`config.mk`:
```
export PLATFORM = sky130hd
export DESIGN_NAME = rtcpit_top
export DESIGN_NICKNAME = d
export VERILOG_FILES = /design/src/rtcpit_pkg.sv /design/src/rtcpit_top.sv
export VERILOG_INCLUDE_DIRS = /design/src
export SDC_FILE = /design/constraint.sdc
export NUM_CORES = 1
export LEC_CHECK = 0
export ABC_AREA = 0
export ABC_CLOCK_PERIOD_IN_PS = 6600
export BUFFER_PORTS_ARGS = -buffer_cell sky130_fd_sc_hd__buf_4
export CAP_MARGIN = 20
export CORE_MARGIN = 2
export CORE_UTILIZATION = 35
export CTS_CLUSTER_SIZE = 40
export DETAILED_ROUTE_END_ITERATION = 6
export HOLD_SLACK_MARGIN = 0.15
export PLACE_DENSITY = 0.67
export SYNTH_ARGS = -nofsm -noshare
export SYNTH_HDL_FRONTEND = slang
export SYNTH_SLANG_ARGS = --single-unit
```
`constraint.sdc`:
```
create_clock -name clk -period 6.6 [get_ports clk]
set_input_delay 0.99 -clock clk [delete_from_list [all_inputs] [get_ports clk]]
set_output_delay 0.99 -clock clk [all_outputs]
set_load 0.005 [all_outputs]
```
`src/rtcpit_defines.svh`:
```
// Register indices, field positions, reset values and response codes of the compare and PIT block
// Summary of operation
// - Compare value is two bytes: low at index 0x0C, high at 0x0D.
// - Period field bits 6:3 picks 4..32768 RTC cycles; 0 off, 15 reserved.
// - Control bit 0 enables the periodic timer; reset disabled.
// - Sync status bit 0 reads 1 while a control write is synchronising.
// - Interrupt-control bit 0 enables the periodic interrupt; reset disabled.
// - Periodic flag bit 0 sets on each periodic interrupt.
// - Writing 1 clears the periodic flag; writing 0 leaves it.
// - Debug-run 0 and CPU halted: periodic timer stops and ignores events.
// - Debug-run 1: timer keeps counting and interrupting while CPU halted.
// - Compare-match flag bit 1 sets on counter equal compare; write 1 clears.
// - Shared temporary byte at index 0x04 stages 16-bit compare accesses.
`ifndef RTCPIT_DEFINES_SVH
`define RTCPIT_DEFINES_SVH
`define RTCPIT_IDX_INTCTRL 6'h02
`define RTCPIT_IDX_INTFLAGS 6'h03
`define RTCPIT_IDX_TEMP 6'h04
`define RTCPIT_IDX_COMPARE_LOW_BYTE 6'h0C
`define RTCPIT_IDX_COMPARE_HIGH_BYTE 6'h0D
`define RTCPIT_IDX_PITCTL 6'h10
`define RTCPIT_IDX_PITSYNC 6'h11
`define RTCPIT_IDX_PITIE 6'h12
`define RTCPIT_IDX_PITFLAG 6'h13
`define RTCPIT_IDX_PITDBG 6'h15
`define RTCPIT_PER_MSB 6
`define RTCPIT_PER_LSB 3
`define RTCPIT_EN_BIT 0
`define RTCPIT_PI_BIT 0
`define RTCPIT_CMP_BIT 1
`define RTCPIT_PER_MAX 4'hE
`define RTCPIT_RST_CMP 16'h0000
`define RTCPIT_RST_BYTE 8'h00
`define RTCPIT_RESP_OKAY 2'h0
`define RTCPIT_RESP_SLVERR 2'h2
`endif

```
`src/rtcpit_pkg.sv`:
```
// Types shared by the compare and periodic interrupt timer block
package rtcpit_pkg;
  typedef logic [3:0] rtcpit_period_t;
  // Control synchronisation into the RTC tick domain, one-hot
  typedef enum logic [2:0] {
    RTCPIT_SYNC_IDLE = 3'b001,
    RTCPIT_SYNC_ONE = 3'b010,
    RTCPIT_SYNC_TWO = 3'b100
  } rtcpit_sync_t;
endpackage

```
`src/rtcpit_top.sv`:
```
// Compare register, periodic interrupt timer and AXI4-Lite register slave
`timescale 1ns/100ps
`include "rtcpit_defines.svh"
module rtcpit_top (
  input wire logic clk,
  input wire logic rst_n,
  input wire logic rtc_tick,
  input wire logic [15:0] counter_value,
  input wire logic cpu_halted,
  input wire logic [7:0] s_axi_awaddr,
  input wire logic s_axi_awvalid,
  output logic s_axi_awready,
  input wire logic [31:0] s_axi_wdata,
  input wire logic [3:0] s_axi_wstrb,
  input wire logic s_axi_wvalid,
  output logic s_axi_wready,
  output logic [1:0] s_axi_bresp,
  output logic s_axi_bvalid,
  input wire logic s_axi_bready,
  input wire logic [7:0] s_axi_araddr,
  input wire logic s_axi_arvalid,
  output logic s_axi_arready,
  output logic [31:0] s_axi_rdata,
  output logic [1:0] s_axi_rresp,
  output logic s_axi_rvalid,
  input wire logic s_axi_rready,
  output logic irq
);
  logic aw_full_reg;
  logic w_full_reg;
  logic [5:0] aw_idx_reg;
  logic [7:0] wbyte_reg;
  logic wlane_reg;
  logic wr_do;
  logic rd_do;
  logic [5:0] ar_idx;
  logic wr_ok;
  logic rd_ok;
  logic [7:0] rd_val;
  logic [15:0] compare_reg;
  logic [7:0] temp_reg;
  logic [6:0] ctl_shadow_reg;
  logic act_en_reg;
  rtcpit_pkg::rtcpit_period_t act_period_reg;
  rtcpit_pkg::rtcpit_sync_t sync_reg;
  logic control_sync_busy;
  logic pit_ie_reg;
  logic cmp_ie_reg;
  logic periodic_irq_reg;
  logic cmp_flag_reg;
  logic run_in_debug_halt_reg;
  logic [14:0] pit_cnt_reg;
  logic [14:0] pit_mask;
  logic pit_run;
  logic pit_fire;
  logic cmp_hit;
  logic wr_ctl;

  // Byte registers take lane 0 only; index is the word address
  assign wr_do = aw_full_reg && w_full_reg && !s_axi_bvalid;
  assign rd_do = s_axi_arvalid && s_axi_arready;
  assign ar_idx = s_axi_araddr[7:2];
  assign wr_ctl = wr_do && wr_ok && wlane_reg && aw_idx_reg == `RTCPIT_IDX_PITCTL;
  assign control_sync_busy = sync_reg != rtcpit_pkg::RTCPIT_SYNC_IDLE;

  // Address map check, shared by both directions
  function automatic logic idx_mapped(input logic [5:0] idx);
    idx_mapped = idx == `RTCPIT_IDX_INTCTRL || idx == `RTCPIT_IDX_INTFLAGS ||
      idx == `RTCPIT_IDX_TEMP || idx == `RTCPIT_IDX_COMPARE_LOW_BYTE || idx == `RTCPIT_IDX_COMPARE_HIGH_BYTE ||
      idx == `RTCPIT_IDX_PITCTL || idx == `RTCPIT_IDX_PITSYNC ||
      idx == `RTCPIT_IDX_PITIE || idx == `RTCPIT_IDX_PITFLAG || idx == `RTCPIT_IDX_PITDBG;
  endfunction
  assign wr_ok = idx_mapped(aw_idx_reg);
  assign rd_ok = idx_mapped(ar_idx);

  // Write address and data are taken independently, in either order
  always_ff @(posedge clk or negedge rst_n)
  begin
    if (!rst_n)
    begin
      aw_full_reg <= 1'b0;
      w_full_reg <= 1'b0;
      s_axi_awready <= 1'b1;
      s_axi_wready <= 1'b1;
      aw_idx_reg <= 6'h00;
      wbyte_reg <= 8'h00;
      wlane_reg <= 1'b0;
      s_axi_bvalid <= 1'b0;
      s_axi_bresp <= `RTCPIT_RESP_OKAY;
    end
    else
    begin
      if (s_axi_awvalid && s_axi_awready)
      begin
        aw_full_reg <= 1'b1;
        s_axi_awready <= 1'b0;
        aw_idx_reg <= s_axi_awaddr[7:2];
      end
      if (s_axi_wvalid && s_axi_wready)
      begin
        w_full_reg <= 1'b1;
        s_axi_wready <= 1'b0;
        wbyte_reg <= s_axi_wdata[7:0];
        wlane_reg <= s_axi_wstrb[0];
      end
      if (wr_do)
      begin
        s_axi_bvalid <= 1'b1;
        s_axi_bresp <= wr_ok ? `RTCPIT_RESP_OKAY : `RTCPIT_RESP_SLVERR;
      end
      // Release both channels only after the response is taken
      if (s_axi_bvalid && s_axi_bready)
      begin
        s_axi_bvalid <= 1'b0;
        aw_full_reg <= 1'b0;
        w_full_reg <= 1'b0;
        s_axi_awready <= 1'b1;
        s_axi_wready <= 1'b1;
      end
    end
  end

  // Read data mux; reserved bits read as zero, except control bits 2:1, which read back as written
  always_comb
  begin
    rd_val = 8'h00;
    if (ar_idx == `RTCPIT_IDX_INTCTRL)
      rd_val[`RTCPIT_CMP_BIT] = cmp_ie_reg;
    else if (ar_idx == `RTCPIT_IDX_INTFLAGS)
      rd_val[`RTCPIT_CMP_BIT] = cmp_flag_reg;
    else if (ar_idx == `RTCPIT_IDX_TEMP)
      rd_val = temp_reg;
    else if (ar_idx == `RTCPIT_IDX_COMPARE_LOW_BYTE)
      rd_val = compare_reg[7:0];
    else if (ar_idx == `RTCPIT_IDX_COMPARE_HIGH_BYTE)
      rd_val = temp_reg;
    else if (ar_idx == `RTCPIT_IDX_PITCTL)
      rd_val = {1'b0, ctl_shadow_reg};
    else if (ar_idx == `RTCPIT_IDX_PITSYNC)
      rd_val[0] = control_sync_busy;
    else if (ar_idx == `RTCPIT_IDX_PITIE)
      rd_val[0] = pit_ie_reg;
    else if (ar_idx == `RTCPIT_IDX_PITFLAG)
      rd_val[`RTCPIT_PI_BIT] = periodic_irq_reg;
    else if (ar_idx == `RTCPIT_IDX_PITDBG)
      rd_val[0] = run_in_debug_halt_reg;
  end

  // Read answers one cycle after the address is taken
  always_ff @(posedge clk or negedge rst_n)
  begin
    if (!rst_n)
    begin
      s_axi_arready <= 1'b1;
      s_axi_rvalid <= 1'b0;
      s_axi_rdata <= 32'h00000000;
      s_axi_rresp <= `RTCPIT_RESP_OKAY;
    end
    else if (rd_do)
    begin
      s_axi_arready <= 1'b0;
      s_axi_rvalid <= 1'b1;
      s_axi_rdata <= {24'h000000, rd_val};
      s_axi_rresp <= rd_ok ? `RTCPIT_RESP_OKAY : `RTCPIT_RESP_SLVERR;
    end
    else if (s_axi_rvalid && s_axi_rready)
    begin
      s_axi_rvalid <= 1'b0;
      s_axi_arready <= 1'b1;
    end
  end

  // Temporary byte: low write stages, low read latches the high byte
  always_ff @(posedge clk or negedge rst_n)
  begin
    if (!rst_n)
      temp_reg <= `RTCPIT_RST_BYTE;
    else if (wr_do && wlane_reg &&
      (aw_idx_reg == `RTCPIT_IDX_TEMP || aw_idx_reg == `RTCPIT_IDX_COMPARE_LOW_BYTE))
      temp_reg <= wbyte_reg;
    else if (rd_do && ar_idx == `RTCPIT_IDX_COMPARE_LOW_BYTE)
      temp_reg <= compare_reg[15:8];
  end

  // Both bytes land together on the high-byte write, so compare never tears
  always_ff @(posedge clk or negedge rst_n)
  begin
    if (!rst_n)
      compare_reg <= `RTCPIT_RST_CMP;
    else if (wr_do && wlane_reg && aw_idx_reg == `RTCPIT_IDX_COMPARE_HIGH_BYTE)
      compare_reg <= {wbyte_reg, temp_reg};
  end

  // Plain control bits
  always_ff @(posedge clk or negedge rst_n)
  begin
    if (!rst_n)
    begin
      pit_ie_reg <= 1'b0;
      cmp_ie_reg <= 1'b0;
      run_in_debug_halt_reg <= 1'b0;
      ctl_shadow_reg <= 7'h00;
    end
    else if (wr_do && wr_ok && wlane_reg)
    begin
      if (aw_idx_reg == `RTCPIT_IDX_PITIE)
        pit_ie_reg <= wbyte_reg[0];
      else if (aw_idx_reg == `RTCPIT_IDX_INTCTRL)
        cmp_ie_reg <= wbyte_reg[`RTCPIT_CMP_BIT];
      else if (aw_idx_reg == `RTCPIT_IDX_PITDBG)
        run_in_debug_halt_reg <= wbyte_reg[0];
      else if (aw_idx_reg == `RTCPIT_IDX_PITCTL)
        ctl_shadow_reg <= wbyte_reg[6:0];
    end
  end

  // Control write needs two RTC ticks to take effect; a new write restarts it
  always_ff @(posedge clk or negedge rst_n)
  begin
    if (!rst_n)
    begin
      sync_reg <= rtcpit_pkg::RTCPIT_SYNC_IDLE;
      act_en_reg <= 1'b0;
      act_period_reg <= 4'h0;
    end
    else if (wr_ctl)
      sync_reg <= rtcpit_pkg::RTCPIT_SYNC_ONE;
    else if (rtc_tick)
    begin
      case (sync_reg)
        rtcpit_pkg::RTCPIT_SYNC_ONE: sync_reg <= rtcpit_pkg::RTCPIT_SYNC_TWO;
        rtcpit_pkg::RTCPIT_SYNC_TWO:
        begin
          sync_reg <= rtcpit_pkg::RTCPIT_SYNC_IDLE;
          act_en_reg <= ctl_shadow_reg[`RTCPIT_EN_BIT];
          act_period_reg <= ctl_shadow_reg[`RTCPIT_PER_MSB:`RTCPIT_PER_LSB];
        end
        default: sync_reg <= rtcpit_pkg::RTCPIT_SYNC_IDLE;
      endcase
    end
  end

  // Interval is 2^(code+1) ticks; mask selects the low bits that must be all ones
  assign pit_mask = 15'((16'h0002 << act_period_reg) - 16'h0001);
  assign pit_run = act_en_reg && rtc_tick && (run_in_debug_halt_reg || !cpu_halted);
  assign pit_fire = pit_run && act_period_reg != 4'h0 &&
    act_period_reg <= `RTCPIT_PER_MAX && (pit_cnt_reg & pit_mask) == pit_mask;
  assign cmp_hit = rtc_tick && counter_value == compare_reg;

  // Prescale counter; frozen while halted with debug-run 0, cleared while disabled
  always_ff @(posedge clk or negedge rst_n)
  begin
    if (!rst_n)
      pit_cnt_reg <= 15'h0000;
    else if (!act_en_reg)
      pit_cnt_reg <= 15'h0000;
    else if (pit_run)
      pit_cnt_reg <= pit_cnt_reg + 15'h0001;
  end

  // Sticky flags: a set in the same cycle as a clear wins
  always_ff @(posedge clk or negedge rst_n)
  begin
    if (!rst_n)
    begin
      periodic_irq_reg <= 1'b0;
      cmp_flag_reg <= 1'b0;
    end
    else
    begin
      if (pit_fire)
        periodic_irq_reg <= 1'b1;
      else if (wr_do && wlane_reg && aw_idx_reg == `RTCPIT_IDX_PITFLAG &&
        wbyte_reg[`RTCPIT_PI_BIT])
        periodic_irq_reg <= 1'b0;
      if (cmp_hit)
        cmp_flag_reg <= 1'b1;
      else if (wr_do && wlane_reg && aw_idx_reg == `RTCPIT_IDX_INTFLAGS &&
        wbyte_reg[`RTCPIT_CMP_BIT])
        cmp_flag_reg <= 1'b0;
    end
  end

  // Level interrupt, one cycle behind the flags
  always_ff @(posedge clk or negedge rst_n)
  begin
    if (!rst_n)
      irq <= 1'b0;
    else
      irq <= (periodic_irq_reg && pit_ie_reg) || (cmp_flag_reg && cmp_ie_reg);
  end
endmodule // rtcpit_top

```
### Word level (Yosys, flattened, before mapping)

Index checks and enable logic that the tools add are counted.

| word-level totals | value |
|---|---|
| register bits | 94 |
| bits in latches | 0 |
| memory bits (writable) | 0 |
| ROM bits | 0 |
| bits of input ports | 77 |
| logic and storage cells | 166 |
| memories | 0 |

| operators by class | value |
|---|---|
| add/sub/neg operators | 2 |
| $mul | 0 |
| divide/modulo/power cells | 0 |
| order comparisons | 1 |
| equality and inequality tests | 26 |
| shift-type cells | 1 |
| muxes and demuxes | 42 |
| bitwise gates (word level) | 5 |
| reduce and logical (&&, ||, !) cells | 63 |

Operators with widths:

| operator | count |
|---|---|
| $eq 6x5->1 const B | 10 |
| $mux 8 | 5 |
| $mux 15 | 2 |
| $mux 1 | 27 |
| $logic_and 1x1->1 | 26 |
| $eq 6x2->1 const B | 4 |
| $eq 6x4->1 const B | 4 |
| $logic_or 1x1->1 | 21 |
| $mux 6 | 3 |
| $eq 16x16->1 | 1 |
| $reduce_bool 2->1 | 8 |
| $add 15x1->15 const B | 1 |
| $and 15x15->15 | 1 |
| $eq 15x15->1 | 1 |
| $shl 2x4->15 const A | 1 |
| $sub 15x1->15 const B | 1 |
| $eq 6x3->1 const B | 2 |
| $mux 3 | 3 |
| $reduce_and 3->1 | 2 |
| $reduce_and 5->1 | 1 |
| $le 4x4->1 const B | 1 |
| $mux 2 | 2 |
| $not 1->1 | 4 |
| $reduce_and 4->1 | 1 |
| other kinds (7) | 8 |

### Logic depth before layout (Yosys ltp)

| logic depth | value |
|---|---|
| depth in word-level cells | 15 |
| gate-level depth with buffers | 10 |
| depth with buffers taken out | 8 |

### Worst setup path after synthesis

No wires, ideal clock.

| path | value |
|---|---|
| path type | input port to flip-flop |
| from | in cpu_halted |
| to | reg periodic_irq_reg |
| data arrival time | 2468 ps |
| path slack | 4036 ps |
| stages | 5 |
| path buffers | 0 |
| path through | inv_1 o2111ai_2 or4_1 or4_1 o31ai_1 |

| between the ends | value |
|---|---|
| longest elaborated chain between the ends | 7 |
| elaborated cells on any way between the ends | 8 |
| those cells by class | 1 x mux; 7 x reduce/logical |

Ends and longest elaborated chain:

| what | RTL line | source |
|---|---|---|
| from (decl) | rtcpit_top.sv:9 | `input wire logic cpu_halted,` |
| $logic_not 1->1 * | rtcpit_top.sv:245 | `assign pit_run = act_en_reg && rtc_tick && (run_in_debug_halt_reg \|\| !cpu_halted);` |
| $logic_or 1x1->1 * | rtcpit_top.sv:245 |  |
| $logic_and 1x1->1 * | rtcpit_top.sv:245 |  |
| $logic_and 1x1->1 * | rtcpit_top.sv:246 | `assign pit_fire = pit_run && act_period_reg != 4'h0 &&` |
| $logic_and 1x1->1 (no line) * | n/a |  |
| $logic_and 1x1->1 * | rtcpit_top.sv:246 |  |
| $mux 1 / $reduce_bool 2->1 (equally long branches) | n/a |  |
| to (signal assigned) | rtcpit_top.sv:266 | `periodic_irq_reg <= 1'b0;` |
| to (signal assigned) | rtcpit_top.sv:272 | `periodic_irq_reg <= 1'b1;` |
| to (signal assigned) | rtcpit_top.sv:275 | `periodic_irq_reg <= 1'b0;` |
| to (decl) | rtcpit_top.sv:49 | `logic periodic_irq_reg;` |

Every way passes the cells marked *; elsewhere a longest branch is shown, timed or not.
A chain may end at the register's enable or synchronous reset.

### Worst setup path after layout

| path | value |
|---|---|
| from | reg act_period_reg[1] |
| to | reg periodic_irq_reg |

| between the ends | value |
|---|---|
| longest elaborated chain between the ends | 6 |
| elaborated cells on any way between the ends | 11 |
| those cells by class | 1 x add/sub; 1 x order compare; 1 x eq/ne; 1 x shift; 1 x mux; 1 x bitwise; 5 x reduce/logical |

Ends and longest elaborated chain:

| what | RTL line | source |
|---|---|---|
| from (decl) | rtcpit_top.sv:44 | `rtcpit_pkg::rtcpit_period_t act_period_reg;` |
| from (signal assigned) | rtcpit_top.sv:236 | `` act_period_reg <= ctl_shadow_reg[`RTCPIT_PER_MSB:`RTCPIT_PER_LSB]; `` |
| $shl 2x4->15 | rtcpit_top.sv:244 | `assign pit_mask = 15'((16'h0002 << act_period_reg) - 16'h0001);` |
| $sub 15x1->15 | rtcpit_top.sv:244 |  |
| $and 15x15->15 | rtcpit_top.sv:247 | `` act_period_reg <= `RTCPIT_PER_MAX && (pit_cnt_reg & pit_mask) == pit_mask; `` |
| $eq 15x15->1 | rtcpit_top.sv:247 |  |
| $logic_and 1x1->1 * | rtcpit_top.sv:246 |  |
| $mux 1 / $reduce_bool 2->1 (equally long branches) | n/a |  |

Marks and branches as above.

==> flow_summary.yaml <==
run_status:
  outcome: "finished, final reports clean"
sta:
  rsz0062_at_grt: "false"
  finalHoldViolCount: 0
  worst_slack_ns: 3.88
  slew_viol_final: 0
  min_period_ns: 2.72
  worstMarginPinSlew_ns: 0.961
  setup_tns_ns: 0
  fin_crit_sh_pct: 41.2
  finClkSkew_ns: 0.00579
  fmax_ghz: 0.367
  holdWs_ns: 0.478
  finalSetupViolations: 0
  slew-limit-headroom_pct: 35.9
layout:
  drive_gt1_share_pct: 26.4
  postLayoutCoreUtil_pct: 41.2
  multi_input_area_sq_mm: 0.00232
  num_antenna_cells: 0
  largest_reg_flops: 16
  seq_area_sq_mm: 0.00231
  fin_nets: 589
  area_growth_syn_to_layout_pct: 16.3
  nFillCells: 1362
hold_path:
  hold_class: "in2async"
cts:
  clk_pin_slew_ns: 0.07
  cts_sinks: 92
  holdBufCountCts: 0
  htreeDepth: 3
  max-clock-path-buffers: 2
  clk-insertion-delay-late_ns: 0.34
  cts_made_buffers: 9
  cts_tree: "done"
  root_buffer: "clkbuf_16"
  cts_resized: 0
  post_cts_buffers: 0
synth:
  synth.top_cell.area_share_pct: 45.1
  ys_seq_elements: 92
  ys_seq_area_share_pct: 47.3
  synth.avg_cell_area_sq_um: 10.8
  synth_flop_cell: "dfrtp_1"
  ys_types: 61
  synthesis.area_sq_mm: 0.00488
  synth_cells: 453
  synth_warnings: 0
  yosys.area.top_type: "dfrtp_1"
  synth_edf_count: 0
  synth_area_leaders: "dfrtp_1 (45%), mux2_2 (9.9%), buf_4 (4.0%)"
  async_flop_share_pct: 100
grt:
  track_usage_pct: 14.8
  grt_pass1_vias: 3441
  grt_antenna_before_repair: 0
  grt_max_degree: 80
  grt_first_pass_wirelength_mm: 17.4
  grt_overflow: 0
place:
  dp_hpwl_mm: 7.78
  gp_congestion: 0.802
  port-buffer-count: 61
  dp_slack_ns: 3.60
worst_setup_path:
  cp_max_fo: 13
  worstPathRequired_ns: 6.84
  cp_top_family: "simple AND/OR/NAND/NOR gates"
  crit_buf_inv: 0
  startpoint_type: "flip-flop"
  cpPeakStageDelay_ns: 0.53
  path_cells: "nor2_1, nand2_1, ha_1, and4b_1, or4_1, or4_1, o31ai_1"
  cp_common_cell: "or4_1"
  cp_slowest_cell: "dfrtp_1"
  critPathKind: "reg2reg"
  cp-end-kind: "flip-flop"
  cp_data_arrival_time_ns: 2.97
drt:
  drt-total-wl_mm: 10.7
  viasPerCell: 5.03
  drcViolationCount: 0
  drt_iter0_drc: 179
  wl_per_cell_um: 15.3
  drtAntennaViolNets: 0
  first_pass_iters: 4
  vias: 3493
floorplan:
  fp.dieH_um: 122
  start_util_pct: 35.4
  core_area_sq_mm: 0.0138
  num_rows: 43
  dieWidth_um: 122
  pin_count: 119
  dieArea_sq_mm: 0.0149
pwr:
  ir_drop_uv: 196
  fin_total_pwr_uw: 1690
  leakagePower_uw: 0.00261
  powerDensity_mw_per_mm2: 298
job:
  max_cap_violations: 0
## path summary, 6_finish.rpt
| path | startpoint | to | slack, ns | cells after the start |
|---|---|---|---|---|
| worst max-delay path | act_period_reg[1] | periodic_irq_reg | 3.88 | 7 |
| worst max register to register | act_period_reg[1] | periodic_irq_reg | 3.88 | 7 |
| worst min-delay path | rst_n | s_axi_rvalid | 0.48 | 1 |
| worst min register to register | s_axi_rdata[2] | s_axi_rdata[2] | 0.48 | 1 |
| max in group asynchronous | rst_n | pit_cnt_reg[4] | 4.92 | 2 |
| min in group clk | s_axi_rdata[2] | s_axi_rdata[2] | 0.48 | 1 |
## metal layers
metal  wire, um  vias up  global-route usage, %
met1       4930     1717                   19.9
met5          0        -                      0
met3        339       16                   2.86
met2       5210       75                   24.5
met4        175        0                   4.38
li1           -     1685                      -
## cell type report
type	instances	share of cell area, %
Clock buffer	10	4.03
Clock inverter	6	1.23
Inverter	16	1.06
Multi-Input combinational cell	329	40.9
Sequential cell	92	40.7
Tap cell	180	3.97
Timing Repair Buffer	62	8.20
## cells by family after synthesis
| logic type | Yosys count | share of synthesized area (%) |
|---|---|---|
| XOR/XNOR | 27 | 4.85 |
| other | 1 | 0.0768 |
| multiplexers | 57 | 12.9 |
| buffers and inverters | 57 | 7.13 |
| AND/OR/NAND/NOR | 130 | 15.8 |
| flip-flops | 92 | 47.3 |
| AO/OA/AOI/OAI | 87 | 11.5 |
| adder cells (fa/ha/maj) | 2 | 0.513 |
## layout by cell type, fill, tap and decap left out, types with 3 or more instances in the layout
| master | count |
|---|---|
| o21ai_1 | 8 |
| nand3_1 | 8 |
| xor2_1 | 16 |
| nor3_1 | 11 |
| mux2_1 | 3 |
| nand2_1 | 28 |
| a21boi_0 | 4 |
| xnor2_1 | 11 |
| clkbuf_16 | 9 |
| or3_1 | 5 |
| dfstp_2 | 4 |
| nor2b_1 | 8 |
| inv_1 | 16 |
| nor4_1 | 6 |
| a21oi_1 | 22 |
| nand2b_1 | 5 |
| and2_1 | 10 |
| buf_4 | 62 |
| o21ai_0 | 16 |
| mux2_2 | 43 |
| dfrtp_1 | 88 |
| a21o_1 | 8 |
| a22oi_1 | 9 |
| o221ai_1 | 3 |
| nor3b_1 | 7 |
| nand4_1 | 6 |
| mux2i_1 | 11 |
| or4_1 | 3 |
| conb_1 | 26 |
| nor2_1 | 13 |
## through the flow
stage          cells  area (sq um)
2_1_floorplan    478          4970
3_3_place_gp     679          5380
3_5_place_dp     679          5380
4_1_cts          695          5680
5_1_grt          695          5680
6_report         695          5680
## cells in the mapped netlist, types with 9 or more instances
master and count:
nand2_1 28, o21ai_0 16, buf_4 26, xor2_1 16, xnor2_1 11, a22oi_1 9
nor2_1 13, nor3_1 11, a21oi_1 22, dfrtp_1 88, mux2_2 43, mux2i_1 11
clkbuf_1 10, inv_1 16, and2_1 10
## where the power goes
group          switching (uW)  internal, uW
Combinational             134           189
Sequential                146           704
Clock                     224           297
Total                     503          1190
Power figures use the tool's default switching activity.
